**src/verilog/cio_cfg.svh**
```systemverilog
`ifndef CIO_CFG_SVH
`define CIO_CFG_SVH

// register byte offsets
`define CIO_CTRL_OFS        12'h000
`define CIO_IOCFG_OFS       12'h004
`define CIO_STAT_OFS        12'h008

// control register fields
`define CIO_CTRL_CONFIG_BIT 0
`define CIO_CTRL_LINV_LO    1
`define CIO_CTRL_LINV_HI    2
`define CIO_CTRL_WIDTH      3
`define CIO_CTRL_RST        3'h0

// cell configuration register fields
`define CIO_CFG_IN_LATCH    0
`define CIO_CFG_IN_INV      1
`define CIO_CFG_IN_SEL      2
`define CIO_CFG_OUT_SEL     3
`define CIO_CFG_OUT_REG     4
`define CIO_CFG_OUT_INV     5
`define CIO_CFG_TS_LO       6
`define CIO_CFG_TS_HI       7
`define CIO_CFG_TS_INV      8
`define CIO_CFG_SLEW        9
`define CIO_CFG_PULLUP      10
`define CIO_CFG_WIDTH       11
`define CIO_CFG_RST         11'h040

// status register fields
`define CIO_STAT_PAD        0
`define CIO_STAT_INQ        1
`define CIO_STAT_OUTQ       2
`define CIO_STAT_PADOUT     3
`define CIO_STAT_PADOE      4
`define CIO_STAT_CONFIG     5
`define CIO_STAT_CHIPRST    6

`endif

```
**src/verilog/cio_pkg.sv**
```systemverilog
`default_nettype none

package cio_pkg;

	// output buffer three-state mode
	typedef enum logic [1:0] {
		CIO_TS_ON  = 2'h0,
		CIO_TS_OFF = 2'h1,
		CIO_TS_NET = 2'h2,
		CIO_TS_RSV = 2'h3
	} cio_ts_mode_e;

	typedef logic [31:0] cio_word_t;

endpackage

`default_nettype wire

```
**src/verilog/cio_edge_clk.sv**
```systemverilog
`timescale 1ns/1ps
`default_nettype none

module cio_edge_clk #(
	parameter int LINES = 2
) (
	// clock and reset
	input  wire logic             pclk,
	input  wire logic             presetn,
	// edge clock lines
	input  wire logic [LINES-1:0] line_raw,
	input  wire logic [LINES-1:0] line_inv,
	// buffered lines
	output logic      [LINES-1:0] line_lvl,
	output logic      [LINES-1:0] line_rise
);

	genvar g;
	generate
		for (g = 0; g < LINES; g++) begin : g_line
			logic next_lvl;
			logic next_rise;

			always_comb begin
				next_lvl  = line_raw[g] ^ line_inv[g];
				next_rise = next_lvl & ~line_lvl[g];
			end

			always_ff @(posedge pclk or negedge presetn) begin
				if (!presetn) begin
					line_lvl[g]  <= 1'b0;
					line_rise[g] <= 1'b0;
				end else begin
					line_lvl[g]  <= next_lvl;
					line_rise[g] <= next_rise;
				end
			end
		end
	endgenerate

endmodule

`default_nettype wire

```
**src/verilog/cio_in_store.sv**
```systemverilog
`timescale 1ns/1ps
`default_nettype none

module cio_in_store (
	// clock and clear
	input  wire logic pclk,
	input  wire logic clr_n,
	// configuration
	input  wire logic latch_mode,
	// load and data
	input  wire logic load,
	input  wire logic d,
	// stored value
	output logic      q
);

	logic load_q;
	logic next_load_q;
	logic next_q;

	always_comb begin
		next_load_q = load;
		next_q      = q;
		if (latch_mode) begin
			if (!load)
				next_q = d;
		end else if (load && !load_q) begin
			next_q = d;
		end
	end

	// clear dominates any load while held
	always_ff @(posedge pclk or negedge clr_n) begin
		if (!clr_n) begin
			q      <= 1'b0;
			load_q <= 1'b1;
		end else begin
			q      <= next_q;
			load_q <= next_load_q;
		end
	end

endmodule

`default_nettype wire

```
**src/verilog/cio_cell.sv**
```systemverilog
// Summary of operation
// - input element is a rising-edge flip-flop or a latch open while load is low.
// - input element clock sense invertible per cell by its own configuration bit.
// - input load and output clock each pick one of two edge lines.
// - input and output storage elements cleared while configuring and while chip reset is low.
// - direct pad input and registered input are both offered at once.
// - output data comes from the data net directly or through a rising-edge flop.
// - each edge clock line passes a buffer with configurable inversion.
// - one bit inverts the output data before the buffer.
// - buffer is always on, always off, or steered by the control net.
// - under net control, 1 floats the pin and 0 drives it.
// - one bit inverts the control net into an active-high enable.
// - output offers full-speed or slew-limited transitions.
// - a selectable weak pull-up holds an undriven pin high.
//
// The placing of the registers and register access over APB are this design's own decisions.
`timescale 1ns/1ps
`default_nettype none
`include "cio_cfg.svh"

module cio_cell #(
	parameter int ADDR_W = 12,
	parameter int LINES  = 2
) (
	// clock and reset
	input  wire logic              pclk,
	input  wire logic              presetn,
	// apb slave
	input  wire logic              psel,
	input  wire logic              penable,
	input  wire logic              pwrite,
	input  wire logic [ADDR_W-1:0] paddr,
	input  wire logic [31:0]       pwdata,
	input  wire logic [3:0]        pstrb,
	output logic      [31:0]       prdata,
	output logic                   pready,
	output logic                   pslverr,
	// chip level
	input  wire logic              chip_reset_n,
	input  wire logic [LINES-1:0]  edge_clk_line,
	// pad side
	input  wire logic              pad_in,
	output logic                   pad_out,
	output logic                   pad_oe,
	output logic                   slew_limit,
	output logic                   pullup_en,
	// user logic side
	input  wire logic              output_data,
	input  wire logic              ts_ctrl,
	output logic                   direct_in,
	output logic                   registered_in
);

	// configuration state
	logic [`CIO_CTRL_WIDTH-1:0] ctrl;
	logic [`CIO_CFG_WIDTH-1:0]  iocfg;
	logic [`CIO_CTRL_WIDTH-1:0] next_ctrl;
	logic [`CIO_CFG_WIDTH-1:0]  next_iocfg;

	// bus answer state
	logic [31:0]                next_prdata;
	logic                       next_pready;
	logic                       next_pslverr;
	logic                       wr_take;
	logic [31:0]                rd_word;
	logic [31:0]                stat_word;

	// pad side state
	logic                       out_q;
	logic                       next_out_q;
	logic                       next_pad_out;
	logic                       next_pad_oe;
	logic                       next_slew_limit;
	logic                       next_pullup_en;
	logic                       next_direct_in;
	logic                       oe_sel;

	// decoded fields
	logic                       configuring;
	logic [LINES-1:0]           line_inv;
	logic                       in_latch;
	logic                       in_inv;
	logic                       in_sel;
	logic                       out_sel;
	logic                       out_reg;
	logic                       out_inv;
	cio_pkg::cio_ts_mode_e      ts_mode;
	logic                       ts_inv;

	// buffered clock lines
	logic [LINES-1:0]           line_lvl;
	logic [LINES-1:0]           line_rise;

	logic                       store_clr_n;
	logic                       in_load;
	logic                       out_src;
	logic                       access;
	logic                       hit_ctrl;
	logic                       hit_cfg;
	logic                       hit_stat;

	assign configuring = ctrl[`CIO_CTRL_CONFIG_BIT];
	assign line_inv    = ctrl[`CIO_CTRL_LINV_HI:`CIO_CTRL_LINV_LO];
	assign in_latch    = iocfg[`CIO_CFG_IN_LATCH];
	assign in_inv      = iocfg[`CIO_CFG_IN_INV];
	assign in_sel      = iocfg[`CIO_CFG_IN_SEL];
	assign out_sel     = iocfg[`CIO_CFG_OUT_SEL];
	assign out_reg     = iocfg[`CIO_CFG_OUT_REG];
	assign out_inv     = iocfg[`CIO_CFG_OUT_INV];
	assign ts_mode     = cio_pkg::cio_ts_mode_e'(iocfg[`CIO_CFG_TS_HI:`CIO_CFG_TS_LO]);
	assign ts_inv      = iocfg[`CIO_CFG_TS_INV];

	// configuring comes from a flop, so the combined clear is glitch-free on that leg
	assign store_clr_n = presetn & chip_reset_n & ~configuring;

	// only two lines exist per edge, so one select bit picks the line
	assign in_load = line_lvl[in_sel] ^ in_inv;
	assign out_src = out_reg ? out_q : output_data;

	// apb decode
	assign access   = psel & penable & ~pready;
	assign hit_ctrl = (paddr == ADDR_W'(`CIO_CTRL_OFS));
	assign hit_cfg  = (paddr == ADDR_W'(`CIO_IOCFG_OFS));
	assign hit_stat = (paddr == ADDR_W'(`CIO_STAT_OFS));

	cio_edge_clk #(
		.LINES     (LINES)
	) u_edge_clk (
		.pclk      (pclk),
		.presetn   (presetn),
		.line_raw  (edge_clk_line),
		.line_inv  (line_inv),
		.line_lvl  (line_lvl),
		.line_rise (line_rise)
	);

	// input element samples the raw pad, which makes it a usable synchroniser
	cio_in_store u_in_store (
		.pclk       (pclk),
		.clr_n      (store_clr_n),
		.latch_mode (in_latch),
		.load       (in_load),
		.d          (pad_in),
		.q          (registered_in)
	);

	// a write lands only at the edge where the master sees pready high
	assign wr_take = psel & penable & pready & pwrite;

	// configuration registers, byte lanes gated by pstrb
	always_comb begin
		next_ctrl  = ctrl;
		next_iocfg = iocfg;
		if (wr_take && hit_ctrl && pstrb[0])
			next_ctrl = pwdata[`CIO_CTRL_WIDTH-1:0];
		if (wr_take && hit_cfg && pstrb[0])
			next_iocfg[7:0] = pwdata[7:0];
		if (wr_take && hit_cfg && pstrb[1])
			next_iocfg[`CIO_CFG_WIDTH-1:8] = pwdata[`CIO_CFG_WIDTH-1:8];
	end

	always_ff @(posedge pclk or negedge presetn) begin
		if (!presetn) begin
			ctrl  <= `CIO_CTRL_RST;
			iocfg <= `CIO_CFG_RST;
		end else begin
			ctrl  <= next_ctrl;
			iocfg <= next_iocfg;
		end
	end

	// status snapshot, read-only
	always_comb begin
		stat_word                      = 32'h0000_0000;
		stat_word[`CIO_STAT_PAD]       = direct_in;
		stat_word[`CIO_STAT_INQ]       = registered_in;
		stat_word[`CIO_STAT_OUTQ]      = out_q;
		stat_word[`CIO_STAT_PADOUT]    = pad_out;
		stat_word[`CIO_STAT_PADOE]     = pad_oe;
		stat_word[`CIO_STAT_CONFIG]    = configuring;
		stat_word[`CIO_STAT_CHIPRST]   = ~chip_reset_n;
	end

	// read word, zero for unmapped offsets
	always_comb begin
		rd_word = 32'h0000_0000;
		if (hit_ctrl)
			rd_word[`CIO_CTRL_WIDTH-1:0] = ctrl;
		if (hit_cfg)
			rd_word[`CIO_CFG_WIDTH-1:0] = iocfg;
		if (hit_stat)
			rd_word = stat_word;
	end

	// one wait state: the answer stands for a single cycle
	always_comb begin
		next_pready  = 1'b0;
		next_pslverr = 1'b0;
		next_prdata  = 32'h0000_0000;
		if (access) begin
			next_pready  = 1'b1;
			next_pslverr = ~(hit_ctrl | hit_cfg | hit_stat);
			if (!pwrite)
				next_prdata = rd_word;
		end
	end

	always_ff @(posedge pclk or negedge presetn) begin
		if (!presetn) begin
			prdata  <= 32'h0000_0000;
			pready  <= 1'b0;
			pslverr <= 1'b0;
		end else begin
			prdata  <= next_prdata;
			pready  <= next_pready;
			pslverr <= next_pslverr;
		end
	end

	// output flop on the selected line's rising edge
	always_comb begin
		next_out_q = out_q;
		if (line_rise[out_sel])
			next_out_q = output_data;
	end

	always_ff @(posedge pclk or negedge store_clr_n) begin
		if (!store_clr_n)
			out_q <= 1'b0;
		else
			out_q <= next_out_q;
	end

	// buffer enable: on, off, or steered by the control net
	always_comb begin
		case (ts_mode)
			cio_pkg::CIO_TS_ON: begin
				oe_sel = 1'b1;
			end
			cio_pkg::CIO_TS_OFF: begin
				oe_sel = 1'b0;
			end
			cio_pkg::CIO_TS_NET: begin
				// same net on data and control gives a low-only driver
				oe_sel = ts_inv ? ts_ctrl : ~ts_ctrl;
			end
			cio_pkg::CIO_TS_RSV: begin
				// spare code parks the buffer rather than guessing a meaning
				oe_sel = 1'b0;
			end
			default: begin
				oe_sel = 1'b0;
			end
		endcase
	end

	// pad drive and enable
	always_comb begin
		next_pad_out = out_src ^ out_inv;
		// keep the pin quiet while the cell is being configured
		next_pad_oe  = oe_sel & ~configuring;
	end

	always_ff @(posedge pclk or negedge presetn) begin
		if (!presetn) begin
			pad_out <= 1'b0;
			pad_oe  <= 1'b0;
		end else begin
			pad_out <= next_pad_out;
			pad_oe  <= next_pad_oe;
		end
	end

	// pin options follow the configuration word
	always_comb begin
		next_slew_limit = iocfg[`CIO_CFG_SLEW];
		next_pullup_en  = iocfg[`CIO_CFG_PULLUP];
	end

	always_ff @(posedge pclk or negedge presetn) begin
		if (!presetn) begin
			slew_limit <= 1'b0;
			pullup_en  <= 1'b0;
		end else begin
			slew_limit <= next_slew_limit;
			pullup_en  <= next_pullup_en;
		end
	end

	// direct input copy, one cycle behind the pin
	always_comb begin
		next_direct_in = pad_in;
	end

	always_ff @(posedge pclk or negedge presetn) begin
		if (!presetn)
			direct_in <= 1'b0;
		else
			direct_in <= next_direct_in;
	end

endmodule

`default_nettype wire

```
**config.mk**
```make
export PLATFORM = sky130hd
export DESIGN_NAME = cio_cell
export DESIGN_NICKNAME = d
export VERILOG_FILES = /design/src/verilog/cio_pkg.sv /design/src/verilog/cio_edge_clk.sv /design/src/verilog/cio_in_store.sv /design/src/verilog/cio_cell.sv
export VERILOG_INCLUDE_DIRS = /design/src /design/src/verilog
export SDC_FILE = /design/constraint.sdc
export NUM_CORES = 1
export LEC_CHECK = 0
export BUFFER_PORTS_ARGS = -buffer_cell sky130_fd_sc_hd__buf_2
export CAP_MARGIN = 10
export CORE_MARGIN = 4
export CORE_UTILIZATION = 43
export DETAILED_ROUTE_END_ITERATION = 16
export PLACE_DENSITY = 0.87
export SYNTH_ARGS = -nofsm -noshare
export SYNTH_HDL_FRONTEND = slang
export SYNTH_SLANG_ARGS = --single-unit
```
**constraint.sdc**
```tcl
create_clock -name pclk -period 0.8 [get_ports pclk]
set_clock_uncertainty 0.05 [all_clocks]
set_input_delay 0.12 -clock pclk [delete_from_list [all_inputs] [get_ports pclk]]
set_output_delay 0.12 -clock pclk [all_outputs]
set_load 0.1 [all_outputs]
```
# After elaboration in Yosys (flattened, before gate mapping)
# Index checks and enable logic that the tools add are counted.
[word_totals]
reg_bits = 60
input_bits = 59
out_inout_bits = 40
word_cells = 77
[classes]
n_lt_le_gt_ge = 2
n_eq_ne = 6
mux = 17
bitwise = 22
n_reduce_logical = 12
[ops]
columns = ["op", "count"]
rows = [
  ["$mux W32", 2],
  ["$mux W11", 2],
  ["$eq A12 B3 Y1 const B", 1],
  ["$eq A12 B4 Y1 const B", 1],
  ["$logic_not A12 Y1", 1],
  ["$mux W1", 11],
  ["$and A1 B1 Y1", 9],
  ["$not A1 Y1", 7],
  ["$logic_and A1 B1 Y1", 6],
  ["$eq A2 B2 Y1 const B", 2],
  ["$lt A1 B2 Y1 const B", 2],
  ["$xor A1 B1 Y1", 4],
  ["$mux W3", 1],
  ["$pmux W1 S3", 1],
  ["$eq A2 B1 Y1 const B", 1],
  ["$logic_not A2 Y1", 1],
  ["$ne A2 B2 Y1 const B", 1],
  ["$or A1 B1 Y1", 2],
  ["$reduce_and A2 Y1", 1],
  ["$reduce_bool A2 Y1", 1],
  ["$reduce_or A2 Y1", 1],
  ["$logic_not A1 Y1", 1],
]

# Logic depth before layout (Yosys ltp)
[depth]
depth_word = 6
depth_mapped = 5

# Hierarchy
# A second synthesis with hierarchy kept.
[unflattened]
cells_unflattened = 132
area_unflattened_um2 = 1722.9
[modules_own_cells]
columns = ["mod", "n_inst", "cells_each", "area_each_um2"]
rows = [
  ["cio_cell", 1, 119, 1511.4],
  ["cio_edge_clk", 1, 8, 135.1],
  ["cio_in_store", 1, 5, 76.3],
]

# Worst setup path before layout
# OpenSTA, ideal clock, no wires.
[synth_timing]
kind = "register to register"
startpoint = "register pready"
endpoint = "register ctrl[0]"
setup_time_ns = 0.125
arrival_ns = 1.802
slack_ns = -1.177
path_stages_with_launch = 5
path_buffers = 0
period_less_slack_ns = 1.977
cell_sequence = "dfrtp_1 > inv_1 > nor3_1 > and4b_1 > mux2_2"
[synth_between]
elab_chain_cells = 4
[synth_rtl]
columns = ["item", "line_no", "source"]
rows = [
  ["from (decl)", "cio_cell.sv:36", "output logic pready,"],
  ["from (signal assigned)", "cio_cell.sv:215", "pready <= next_pready;"],
  ["$and A1 B1 Y1 (2 in series)", "cio_cell.sv:148", "assign wr_take = psel & penable & pready & pwrite;"],
  ["$logic_and A1 B1 Y1 (2 in series)", "cio_cell.sv:154", "if (wr_take && hit_ctrl && pstrb[0])"],
  ["to (signal assigned)", "cio_cell.sv:164", "ctrl <= `CIO_CTRL_RST;"],
  ["to (signal assigned)", "cio_cell.sv:167", "ctrl <= next_ctrl;"],
  ["to (decl)", "cio_cell.sv:55", "logic [`CIO_CTRL_WIDTH-1:0] ctrl;"],
]
# No other way between the ends.
# A chain may end at the register's enable or synchronous reset.

# Worst setup path in the final report
[layout_timing]
startpoint = "register iocfg[2]"
endpoint = "register u_in_store.q"
[layout_between]
elab_chain_cells = 6
elab_cells_between_ends = 7
[layout_rtl]
columns = ["item", "line_no", "source"]
rows = [
  ["from (decl)", "cio_cell.sv:56", "logic [`CIO_CFG_WIDTH-1:0] iocfg;"],
  ["from (signal assigned)", "cio_cell.sv:165", "iocfg <= `CIO_CFG_RST;"],
  ["from (signal assigned)", "cio_cell.sv:168", "iocfg <= next_iocfg;"],
  ["$mux W1 (not written as such) * (2 in series)", "cio_cell.sv:117", "assign in_load = line_lvl[in_sel] ^ in_inv;"],
  ["$xor A1 B1 Y1 *", "cio_cell.sv:117", ""],
  ["via in_load", "cio_cell.sv:95", "logic in_load;"],
  ["$logic_and A1 B1 Y1", "cio_in_store.sv:27", "end else if (load && !load_q) begin"],
  ["$reduce_bool A2 Y1 (no line)", "-", ""],
  ["$reduce_and A2 Y1 (no line) *", "-", ""],
  ["to (signal assigned)", "cio_in_store.sv:38", "q <= next_q;"],
  ["to (decl)", "cio_in_store.sv:14", "output logic q"],
]
# The timed path passes the listed nets; every way through them passes the cells marked *. The select of a mux whose other input is x is not followed.

==> results.sh <==
export IMPL_firstDrtPassIters=5
export IMPL_die_h_um=71.6
export IMPL_drt_iter0_markers=93
export IMPL_worst_slack_ns=-0.768
export IMPL_whs_path_depth=2
export IMPL_synth_seq_area_share_pct=56.2
export IMPL_routedWlPerCell_um=16.2
export IMPL_r2r_start="iocfg[2]"
export IMPL_rr_endpoint="u_in_store.q"
export IMPL_tritoncts="built"
export IMPL_powerDensity_mw_per_mm2=1660
export IMPL_rows=22
export IMPL_crit_start="iocfg[2]"
export IMPL_grt_pass1_vias=1370
export IMPL_n_fill_cell=236
export IMPL_cts_made_buffers=5
export IMPL_syn_area_per_cell_sq_um=12.9
export IMPL_io_buffers=54
export IMPL_drc=0
export IMPL_final_core_util_pct=74.9
export IMPL_die_w_um=71.6
export IMPL_startpoint_type="flip-flop"
export IMPL_p_leak_nw=1.31
export IMPL_reg2regPathDepth=4
export IMPL_holdBufCountCts=3
export IMPL_grt_max_degree=19
export IMPL_die_area_sq_mm=0.00513
export IMPL_wl_um=4400
export IMPL_ir_worst_vdd_v=0.00142
export IMPL_avgViaCountPerCell=4.89
export IMPL_antenna_found_initial=0
export IMPL_worst_setup_path_type="flip-flop to flip-flop"
export IMPL_design_area_sq_mm=0.00285
export IMPL_fmax_ghz=0.638
export IMPL_grtUsageMet1_pct=20.7
export IMPL_yosysUniqueCellTypes=29
export IMPL_grtUsageTotal_pct=17.6
export IMPL_synth_warnings=0
export IMPL_place_hpwl_um=3090
export IMPL_clk_path_buf_depth=2
export IMPL_synth_seq_cells=39
export IMPL_synth_top_area_cell="dfrtp_1"
export IMPL_root_buffer="clkbuf_8"
export IMPL_top_usage_layer="met2"
export IMPL_violations="hold timing, setup timing"
export IMPL_use_met3_pct=5.05
export IMPL_synth_cells=135
export IMPL_fin_nets=281
export IMPL_h_tree_depth=2
export IMPL_area_growth_pct=63.5
export IMPL_ant_nets=0
export IMPL_rsz0062_at_grt="true"
export IMPL_crit_fanout=2
export IMPL_status="complete, but fails checks"
export IMPL_start_util_pct=45.8
export IMPL_gp_congestion=0.879
export IMPL_num_antenna_cells=0
export IMPL_min_period_ns=1.57
export IMPL_setup_viol=55
export IMPL_synth_edf_count=0
export IMPL_num_vias=1324
export IMPL_core_sq_mm=0.00380
export IMPL_maxCapViolCount=0
export IMPL_yosys_top_cells_area="dfrtp_1, mux2_2, buf_4"
export IMPL_clock_latency_ns=0.29
export IMPL_hold_path_end="u_edge_clk.line_lvl[1]"
export IMPL_ios=99
export IMPL_drv_slew=0
export IMPL_clk_pin_slew_worst_paths_ns=0.07
export IMPL_drive_gt1_share_pct=68.6
export IMPL_grt_use_met2_pct=30.6
export IMPL_worstHoldPathType="input port to flip-flop"
export IMPL_grt_pass1_wl_um=6890
export IMPL_period_share_pct=196
export IMPL_yosysTopAreaCellShare_pct=53.2
export IMPL_hold_viol=1
export IMPL_hold_start="edge_clk_line[1]"
export IMPL_ys_async_sr_fraction_pct=100
export IMPL_holdWs_ns=-0.0151
export IMPL_critPathArrivalTime_ns=1.69
export IMPL_cp_end_kind="flip-flop"
export IMPL_synth_flop_cell="dfrtp_1"
export IMPL_synthesis_area_sq_mm=0.00174
export IMPL_dpl_cell_area_sq_mm=0.00253
export IMPL_reg2reg_slack_ns=-0.77
export IMPL_required_ns=0.92
export IMPL_overflow=0
export IMPL_clock_sinks=39
## cells in the mapped netlist, drive strengths merged (2+ instances only)
| cell type | number |
|---|---|
| nor3 | 2 |
| xor2 | 3 |
| nand4 | 2 |
| dfstp | 2 |
| dfrtp | 37 |
| mux2i | 4 |
| nor2 | 11 |
| and2 | 2 |
| mux2 | 19 |
| nor4 | 3 |
| nor2b | 3 |
| buf | 22 |
| nand2 | 4 |
| xnor2 | 2 |
| and3 | 4 |
| a22oi | 6 |
## metal layers
layer	wire [um]	up-vias
met2	2340	53
li1	-	598
met1	1680	662
met5	0	-
met3	313	11
met4	68	0
## sequential cells by signal, indices dropped and copies added (netlist names)
| signal | cells |
|---|---|
| iocfg | 11 |
| prdata | 11 |
| ctrl | 3 |
| u_edge_clk.line_lvl | 2 |
| u_edge_clk.line_rise | 2 |
| direct_in | 1 |
| out_q | 1 |
| pad_oe | 1 |
| pad_out | 1 |
| pready | 1 |
| pslverr | 1 |
| pullup_en | 1 |
| slew_limit | 1 |
| u_in_store.load_q | 1 |
| u_in_store.q | 1 |
## worst max path at each step
| stage | endpoint | cells after the start |
|---|---|---|
| finish | u_in_store.q | 4 |
| floorplan | ctrl[0] | 4 |
| detailed placement | iocfg[5] | 6 |
| CTS | u_in_store.q | 4 |
| global route | u_in_store.q | 4 |
| global placement | ctrl[2] | 5 |
## cell usage in the layout, fill, tap and decap left out, drive strengths merged, types with 4 or more instances in the layout
| cell type | n |
|---|---|
| dfrtp | 37 |
| and3 | 4 |
| nand2 | 4 |
| mux2 | 19 |
| clkbuf | 6 |
| nor2 | 11 |
| buf | 79 |
| mux2i | 4 |
| a22oi | 6 |
| conb | 21 |
## worst max-delay path: stages, from the launching register on
cell,delay (ns)
dfrtp_1,0.39
mux2i_1,0.14
xnor2_1,0.28
mux2i_1,0.25
mux2_2,0.35
## timing repair
item                                    4_1_cts  5_1_grt
endpoints found under the hold margin        41        2
endpoints found under the setup margin       55       56
buffers inserted                              5        2
gates resized for setup                      24       11
pin swaps                                    12        3
## final cells by class
type	count	area [sq um]	share of cell area, %
well taps	48	60.1	2.11
clock buffers	6	82.6	2.90
clock inverters	2	35.0	1.23
flip-flops and latches	39	1050	36.9
multi-input cells	93	806	28.3
inverters	1	3.75	0.132
repair buffers	82	808	28.4
## where the power goes
part	switching [mW]	leakage (nW)	total (mW)	internal, mW
logic	0.749	0.766	0.998	0.249
registers	0.0370	0.484	2.06	2.02
clock network	0.667	0.0612	1.68	1.01
total	1.45	1.31	4.73	3.28
## cells by family after synthesis
family / share of synthesized area, %
DFF: 56.2
and+or+nand+nor: 12.8
muxes: 14.6
buffers and inverters: 9.92
AOI/OAI and AO/OA: 3.74
xor gates and xnor gates: 2.52
other: 0.215
## per-stage QoR
| step | worst slack [ns] | TNS, ns | power (mW) | std cells |
|---|---|---|---|---|
| after floorplan | -0.715 | -16.16 | 2.81 | 155 |
| after global placement | -0.738 | -18.51 | 3.01 | 257 |
| after detailed placement | -0.807 | -19.67 | 3.02 | 257 |
| after CTS | -0.747 | -21.06 | 4.74 | 271 |
| after global routing | -0.826 | -23.03 | 4.92 | 271 |
| final | -0.768 | -20.79 | 4.73 | 271 |
Power figures use the tool's default switching activity.
